**src/hdl/ucad_params.svh**
```systemverilog
// constants for the alpha field decoder
`ifndef UCAD_PARAMS_SVH
`define UCAD_PARAMS_SVH
`define UCAD_LEAD_PLAIN16 8'h80
`define UCAD_LEAD_HALFPAGE 8'h81
`define UCAD_LEAD_FULLBASE 8'h82
`define UCAD_PAD_BYTE 8'hFF
`define UCAD_HIGH_BIT 7
`define UCAD_HALF_SHIFT 7
`endif

```
**src/hdl/ucad_pkg.sv**
```systemverilog
// types for the alpha field decoder
package ucad_pkg;
  typedef enum logic [2:0] {
    ST_LEAD  = 3'h0,
    ST_COUNT = 3'h1,
    ST_BASEA = 3'h2,
    ST_BASEB = 3'h3,
    ST_BODY  = 3'h4,
    ST_DONE  = 3'h5
  } ucad_state_e;
  typedef enum logic [1:0] {
    SCH_DEFAULT  = 2'h0,
    SCH_PLAIN16  = 2'h1,
    SCH_HALFPAGE = 2'h2,
    SCH_FULLBASE = 2'h3
  } ucad_scheme_e;
endpackage

```
**src/hdl/ucad_decoder.sv**
```systemverilog
// alpha field decoder: byte stream in, 16-bit characters out
//
// Operation
// - '80' pairs bytes, first byte high half
// - '80' padding FF and lone byte ignored
// - '81' count, base is third byte shifted
// - '81' body: bit8 offset or 7-bit char
// - '82' count, base from bytes three, four
// - '82' body: bit8 offset or 7-bit char
// - emit at most count chars, fewer if the last byte comes first, FF valid
// - scheme chosen once per record
// - all three schemes supported
`timescale 1ns/1ps
`include "ucad_params.svh"
module ucad_decoder (
  input  wire logic        CLK,
  input  wire logic        RST_B,
  input  wire logic        START,
  input  wire logic        IN_VALID,
  input  wire logic [7:0]  IN_BYTE,
  input  wire logic        IN_LAST,
  output logic             IN_READY,
  output logic             CHAR_VALID,
  output logic      [15:0] CHAR_CODE,
  output logic             CHAR_WIDE,
  output logic             DONE,
  output logic             BUSY
);
  ucad_pkg::ucad_state_e  state_reg, state_next;
  ucad_pkg::ucad_scheme_e scheme_reg, scheme_next;
  logic [7:0]  count_reg, count_next;
  logic [15:0] base_reg, base_next;
  logic [7:0]  hold_reg, hold_next;
  logic        half_reg, half_next;
  logic        cv_reg, cv_next;
  logic [15:0] cc_reg, cc_next;
  logic        cw_reg, cw_next;
  logic        done_reg, done_next;
  logic [15:0] off_code;
  logic        off_wide;
  logic        take;

  ucad_offset_char u_off (
    .base (base_reg),
    .body (IN_BYTE),
    .code (off_code),
    .wide (off_wide)
  );

  // bytes are accepted while decoding; the done state holds until the next start
  assign IN_READY   = (state_reg != ucad_pkg::ST_DONE);
  assign take       = IN_VALID && IN_READY;
  assign CHAR_VALID = cv_reg;
  assign CHAR_CODE  = cc_reg;
  assign CHAR_WIDE  = cw_reg;
  assign DONE       = done_reg;
  assign BUSY       = (state_reg != ucad_pkg::ST_DONE);

  // next state and output computation
  always_comb
  begin
    state_next  = state_reg;
    scheme_next = scheme_reg;
    count_next  = count_reg;
    base_next   = base_reg;
    hold_next   = hold_reg;
    half_next   = half_reg;
    cv_next     = 1'b0;
    cc_next     = cc_reg;
    cw_next     = cw_reg;
    done_next   = 1'b0;
    if (START)
    begin
      state_next = ucad_pkg::ST_LEAD;
      half_next  = 1'b0;
    end
    else if (take)
    begin
      case (state_reg)
        ucad_pkg::ST_LEAD:
        begin
          half_next = 1'b0;
          // scheme fixed here for the whole record
          if (IN_BYTE == `UCAD_LEAD_PLAIN16)
          begin
            scheme_next = ucad_pkg::SCH_PLAIN16;
            state_next  = ucad_pkg::ST_BODY;
          end
          else if (IN_BYTE == `UCAD_LEAD_HALFPAGE)
          begin
            scheme_next = ucad_pkg::SCH_HALFPAGE;
            state_next  = ucad_pkg::ST_COUNT;
          end
          else if (IN_BYTE == `UCAD_LEAD_FULLBASE)
          begin
            scheme_next = ucad_pkg::SCH_FULLBASE;
            state_next  = ucad_pkg::ST_COUNT;
          end
          else
          begin
            // lead byte is itself the first 7-bit character
            scheme_next = ucad_pkg::SCH_DEFAULT;
            state_next  = ucad_pkg::ST_BODY;
            cv_next     = 1'b1;
            cc_next     = {9'h000, IN_BYTE[6:0]};
            cw_next     = 1'b0;
          end
          if (IN_LAST)
          begin
            state_next = ucad_pkg::ST_DONE;
            done_next  = 1'b1;
          end
        end
        ucad_pkg::ST_COUNT:
        begin
          count_next = IN_BYTE;
          state_next = ucad_pkg::ST_BASEA;
          if (IN_LAST)
          begin
            state_next = ucad_pkg::ST_DONE;
            done_next  = 1'b1;
          end
        end
        ucad_pkg::ST_BASEA:
        begin
          if (scheme_reg == ucad_pkg::SCH_HALFPAGE)
          begin
            base_next  = {1'b0, IN_BYTE, 7'h00};
            state_next = ucad_pkg::ST_BODY;
          end
          else
          begin
            base_next  = {IN_BYTE, 8'h00};
            state_next = ucad_pkg::ST_BASEB;
          end
          // a zero count ends the record once the header is read
          if (IN_LAST || (scheme_reg == ucad_pkg::SCH_HALFPAGE && count_reg == 8'h00))
          begin
            state_next = ucad_pkg::ST_DONE;
            done_next  = 1'b1;
          end
        end
        ucad_pkg::ST_BASEB:
        begin
          base_next  = {base_reg[15:8], IN_BYTE};
          state_next = ucad_pkg::ST_BODY;
          if (IN_LAST || count_reg == 8'h00)
          begin
            state_next = ucad_pkg::ST_DONE;
            done_next  = 1'b1;
          end
        end
        ucad_pkg::ST_BODY:
        begin
          case (scheme_reg)
            ucad_pkg::SCH_PLAIN16:
            begin
              if (!half_reg)
              begin
                hold_next = IN_BYTE;
                half_next = 1'b1;
              end
              else
              begin
                half_next = 1'b0;
                // an all-FF pair is padding, not a character
                if (!(hold_reg == `UCAD_PAD_BYTE && IN_BYTE == `UCAD_PAD_BYTE))
                begin
                  cv_next = 1'b1;
                  cc_next = {hold_reg, IN_BYTE};
                  cw_next = 1'b1;
                end
              end
              // a lone trailing byte never forms a character
              if (IN_LAST)
              begin
                state_next = ucad_pkg::ST_DONE;
                done_next  = 1'b1;
              end
            end
            ucad_pkg::SCH_HALFPAGE, ucad_pkg::SCH_FULLBASE:
            begin
              // FF inside the count is a real offset character
              cv_next    = 1'b1;
              cc_next    = off_code;
              cw_next    = off_wide;
              count_next = count_reg - 8'h01;
              if (count_reg == 8'h01 || IN_LAST)
              begin
                state_next = ucad_pkg::ST_DONE;
                done_next  = 1'b1;
              end
            end
            default:
            begin
              cv_next = 1'b1;
              cc_next = {9'h000, IN_BYTE[6:0]};
              cw_next = 1'b0;
              if (IN_LAST)
              begin
                state_next = ucad_pkg::ST_DONE;
                done_next  = 1'b1;
              end
            end
          endcase
        end
        default:
        begin
          state_next = ucad_pkg::ST_DONE;
        end
      endcase
    end
  end

  // done pulses with the character strobe of the last taken byte, or alone if that byte yields no character
  always_ff @(posedge CLK or negedge RST_B)
  begin
    if (!RST_B)
    begin
      state_reg  <= ucad_pkg::ST_DONE;
      scheme_reg <= ucad_pkg::SCH_DEFAULT;
      count_reg  <= 8'h00;
      base_reg   <= 16'h0000;
      hold_reg   <= 8'h00;
      half_reg   <= 1'b0;
      cv_reg     <= 1'b0;
      cc_reg     <= 16'h0000;
      cw_reg     <= 1'b0;
      done_reg   <= 1'b0;
    end
    else
    begin
      state_reg  <= state_next;
      scheme_reg <= scheme_next;
      count_reg  <= count_next;
      base_reg   <= base_next;
      hold_reg   <= hold_next;
      half_reg   <= half_next;
      cv_reg     <= cv_next;
      cc_reg     <= cc_next;
      cw_reg     <= cw_next;
      done_reg   <= done_next;
    end
  end
endmodule

```
**src/hdl/ucad_offset_char.sv**
```systemverilog
// combines a base pointer and one body byte into a character
`timescale 1ns/1ps
`include "ucad_params.svh"
module ucad_offset_char (
  input  wire logic [15:0] base,
  input  wire logic [7:0]  body,
  output logic      [15:0] code,
  output logic             wide
);
  // high bit set selects an offset from the base pointer, else a 7-bit character
  always_comb
  begin
    wide = body[`UCAD_HIGH_BIT];
    if (wide)
      code = base + {9'h000, body[6:0]};
    else
      code = {9'h000, body[6:0]};
  end
endmodule

```
**config.mk**
```make
export PLATFORM = sky130hd
export DESIGN_NAME = ucad_decoder
export DESIGN_NICKNAME = d
export VERILOG_FILES = /design/src/hdl/ucad_pkg.sv /design/src/hdl/ucad_decoder.sv /design/src/hdl/ucad_offset_char.sv
export VERILOG_INCLUDE_DIRS = /design/src /design/src/hdl
export SDC_FILE = /design/constraint.sdc
export NUM_CORES = 1
export LEC_CHECK = 0
export BUFFER_PORTS_ARGS = -buffer_cell sky130_fd_sc_hd__buf_2
export CAP_MARGIN = 20
export CELL_PAD_IN_SITES_DETAIL_PLACEMENT = 1
export CELL_PAD_IN_SITES_GLOBAL_PLACEMENT = 2
export CORE_MARGIN = 4
export CORE_UTILIZATION = 33
export DETAILED_ROUTE_END_ITERATION = 7
export GPL_ROUTABILITY_DRIVEN = 0
export GPL_TIMING_DRIVEN = 0
export HOLD_SLACK_MARGIN = 0.08
export PLACE_DENSITY_LB_ADDON = 0.15
export SYNTH_ARGS = -nofsm -noshare
export SYNTH_HDL_FRONTEND = slang
export SYNTH_SLANG_ARGS = --single-unit
```
**constraint.sdc**
```tcl
create_clock -name CLK -period 1.9 [get_ports CLK]
set_input_delay 0.19 -clock CLK [delete_from_list [all_inputs] [get_ports CLK]]
set_output_delay 0.19 -clock CLK [all_outputs]
set_load 0.02 [all_outputs]
```
==> metrics.csv <==
stage;metric;value;unit
grt;busiest_layer;met2;
worst_setup_path;criticalPathCategory;register to register;
clock_tree;numCtsBuffers;9;
power_and_ir_drop;p_total;3470;uW
synthesis;synth_common_cells;dfrtp_1, nand2_1, o21ai_0;
timing;clock.fmax;0.502;GHz
cells_and_area;drive_gt1_share;32.5;%
clock_tree;cts.sinks;57;
worst_setup_path;path_delay_family;compound AO/OA/AOI/OAI gates;
timing;hold_ws;125;ps
hold_path;min_path_type;input port to register;
timing;relSlewSlack;53.2;%
detailed_routing;wl_per_cell;17.8;microns
worst_setup_path;critical_path.max_stage_delay;420;ps
worst_setup_path;cp_slowest_cell;dfrtp_1;
grt;groute.usage.overall;17.7;%
worst_setup_path;critPathArrivalTime;2220;ps
placed_design;dp_cells;516;
synthesis;yosys.area.top_type;dfrtp_1;
clock_tree;ctsLongestPathBuffers;2;
clock_tree;cts_tree;built;
worst_setup_path;crit_chain;ha_1 > a21o_1 > nand4_1 > a32oi_4 > nand4_1 > xor2_1 > o21ai_1;
power_and_ir_drop;p_leak;0.00185;uW
synthesis;synth.distinct_cells;50;
status;violations;setup timing;
grt;grt_util_met1;23.9;%
power_and_ir_drop;ir_drop;0.509;mV
detailed_routing;drt_iter0_drc;95;
cells_and_area;nets;440;
detailed_routing;via_per_inst;5.14;
die;die_y;107;microns
worst_setup_path;crit_path_frequent_cell;nand4_1;
clock_tree;htree_levels;3;
timing;min_period;1990;ps
worst_setup_path;crit_fanout;4;
grt;grt_max_degree;32;
timing;post-route-period-util;105;%
synthesis;syn_area;3240;sq um
grt;grt_pass1_vias;2863;
die;core;9420;sq um
grt;grt-ovfl-total;0;
synthesis;syn_nets;378;
worst_setup_path;path_buf_inv;0;
synthesis;yosysMostFrequentCell;dfrtp_1;
placed_design;post-dp-hpwl;6790;microns
job;cap_violations;0;
detailed_routing;dr_total_vias;2834;
timing;hold_viol_final;0;
synthesis;async_flop_share;100;%
clock_tree;path_clk_slew;80;ps
detailed_routing;final_antenna_net_count;0;
status;outcome;complete, but fails checks;
die;die_x;107;microns
synthesis;synth.area.top_cells;dfrtp_1, o21ai_0, nand2_1, mux2i_1, ha_1;
detailed_routing;first_pass_iters;4;
synthesis;ys_seq_area_share;44.1;%
timing;setup_viol;9;
die;initial_core_util;34.4;%
cells_and_area;antenna_cells;0;
detailed_routing;drc_errors;0;
placed_design;portBuffers;31;
timing;tightest_slew;702;ps
synthesis;synth.avg_cell_area;9.12;sq um
synthesis;synth-warning-count;0;
timing;rsz0062_at_grt;yes;
synthesis;synth_flop_cell;dfrtp_1;
grt;use_met2;29.0;%
synthesis;synth_cells;355;
die;die_area;11500;sq um
timing;drv_slew;0;
grt;grt.met3_usage;3.31;%
worst_setup_path;required;2120;ps
grt;grt_pass1_wl;15700;microns
timing;setup_slack;-92.4;ps
worst_setup_path;worstSetupEndpointType;register;
grt;antenna_found_initial;0;
timing;clock_skew;14.4;ps
synthesis;synth_edf_count;0;
power_and_ir_drop;power_density;814;nW/um^2
cells_and_area;syn_to_final_growth;31.7;%
die;rows;35;
timing;fin_tns_setup;-384;ps
worst_setup_path;start_kind;register;
clock_tree;clock-root-buffer;clkbuf_8;
clock_tree;clk_latency;350;ps
cells_and_area;final_cells;551;
detailed_routing;drt_wl_total;9810;microns
synthesis;yosysTopAreaCellShare;42.5;%
die;io_pins;34;
synthesis;yosys_register_bits;57;
## metrics by stage
step                worst slack (ps)  cell area, sq um  utilization [%]
floorplan                       2.21              3240                -
global placement                -557              3550             37.8
detailed placement              -587              3570             38.0
CTS                             -143              3950             42.0
global route                    -193              4260             45.3
finish                         -92.4              4260             45.3
## power breakdown
| group | total, uW | switching (uW) | internal (uW) | leakage, uW |
|---|---|---|---|---|
| sequential | 1470 | 117 | 1350 | 0.000758 |
| clock | 1270 | 536 | 737 | 0.000109 |
| combinational | 729 | 444 | 285 | 0.000984 |
| total | 3470 | 1100 | 2370 | 0.00185 |
## per-layer routing
metal | vias to the layer above | share of wire, % | routed length (microns)
li1 | 1384 | - | -
met1 | 1396 | 47 | 4560
met2 | 41 | 50 | 4870
met3 | 13 | 2.3 | 226
met4 | 0 | 1.5 | 152
met5 | - | 0 | 0
## kinds of logic after synthesis
logic type      Yosys count  synth area share [%]
simple gates            124                  18.3
compound gates           98                  18.0
flops                    57                  44.1
buf+inv                  29                  4.25
mux                      22                  7.15
xor+xnor                 15                  4.06
fa+ha+maj                10                  4.10
## what timing repair did
| action | CTS | global route |
|---|---|---|
| endpoints found under the setup margin | 50 | 40 |
| resized for setup | 25 | 54 |
| gates cloned | 0 | 1 |
| setup buffers | 5 | 15 |
| pin swaps | 5 | 24 |
| endpoints found under the hold margin | 28 | 0 |
| hold buffers | 2 | 0 |
## cells in the final DEF, fill, tap and decap left out, types with 3 or more instances in the layout
| master | n |
|---|---|
| a21o_1 | 5 |
| a21oi_1 | 17 |
| a21oi_2 | 3 |
| a22oi_1 | 4 |
| a22oi_2 | 7 |
| buf_2 | 32 |
| buf_4 | 18 |
| buf_6 | 4 |
| clkbuf_1 | 5 |
| clkbuf_2 | 4 |
| clkbuf_4 | 3 |
| clkbuf_8 | 9 |
| dfrtp_1 | 55 |
| ha_1 | 6 |
| inv_1 | 7 |
| mux2_2 | 9 |
| mux2i_1 | 13 |
| nand2_1 | 47 |
| nand2_2 | 5 |
| nand2b_1 | 5 |
| nand3_1 | 5 |
| nand4_1 | 7 |
| nor2_1 | 20 |
| nor2_4 | 4 |
| nor2b_1 | 3 |
| nor3_1 | 7 |
| o21ai_0 | 31 |
| o21ai_1 | 12 |
| xnor2_1 | 9 |
| xor2_1 | 4 |
## final cells by class
type | count | area, sq um
Multi-Input combinational cell | 269 | 1920
Clock inverter | 7 | 95.1
Fill cell | 1105 | 5150
Timing Repair Buffer | 54 | 387
Buffer | 18 | 115
Clock buffer | 9 | 124
Tap cell | 129 | 161
Inverter | 8 | 30.0
Sequential cell | 57 | 1430
## path summary, 6_finish.rpt
path | start | to | slack [ps] | cells after the start
setup / recovery | base_reg[1] | CHAR_CODE[15] | -90 | 7
hold / removal | IN_VALID | state_reg[2] | 120 | 3
setup reg to reg | base_reg[1] | CHAR_CODE[15] | -90 | 7
hold reg to reg | CHAR_CODE[1] | CHAR_CODE[1] | 470 | 2
max in group asynchronous | RST_B | count_reg[0] | 860 | 3
min in group asynchronous | RST_B | CHAR_CODE[5] | 420 | 2
## worst reg2reg max path: stages, from the launching register on
cell and delay (ps):
dfrtp_1 420, ha_1 300, a21o_1 140, nand4_1 180, a32oi_4 370, nand4_1 180
xor2_1 200, o21ai_1 80
Power figures use the tool's default switching activity.
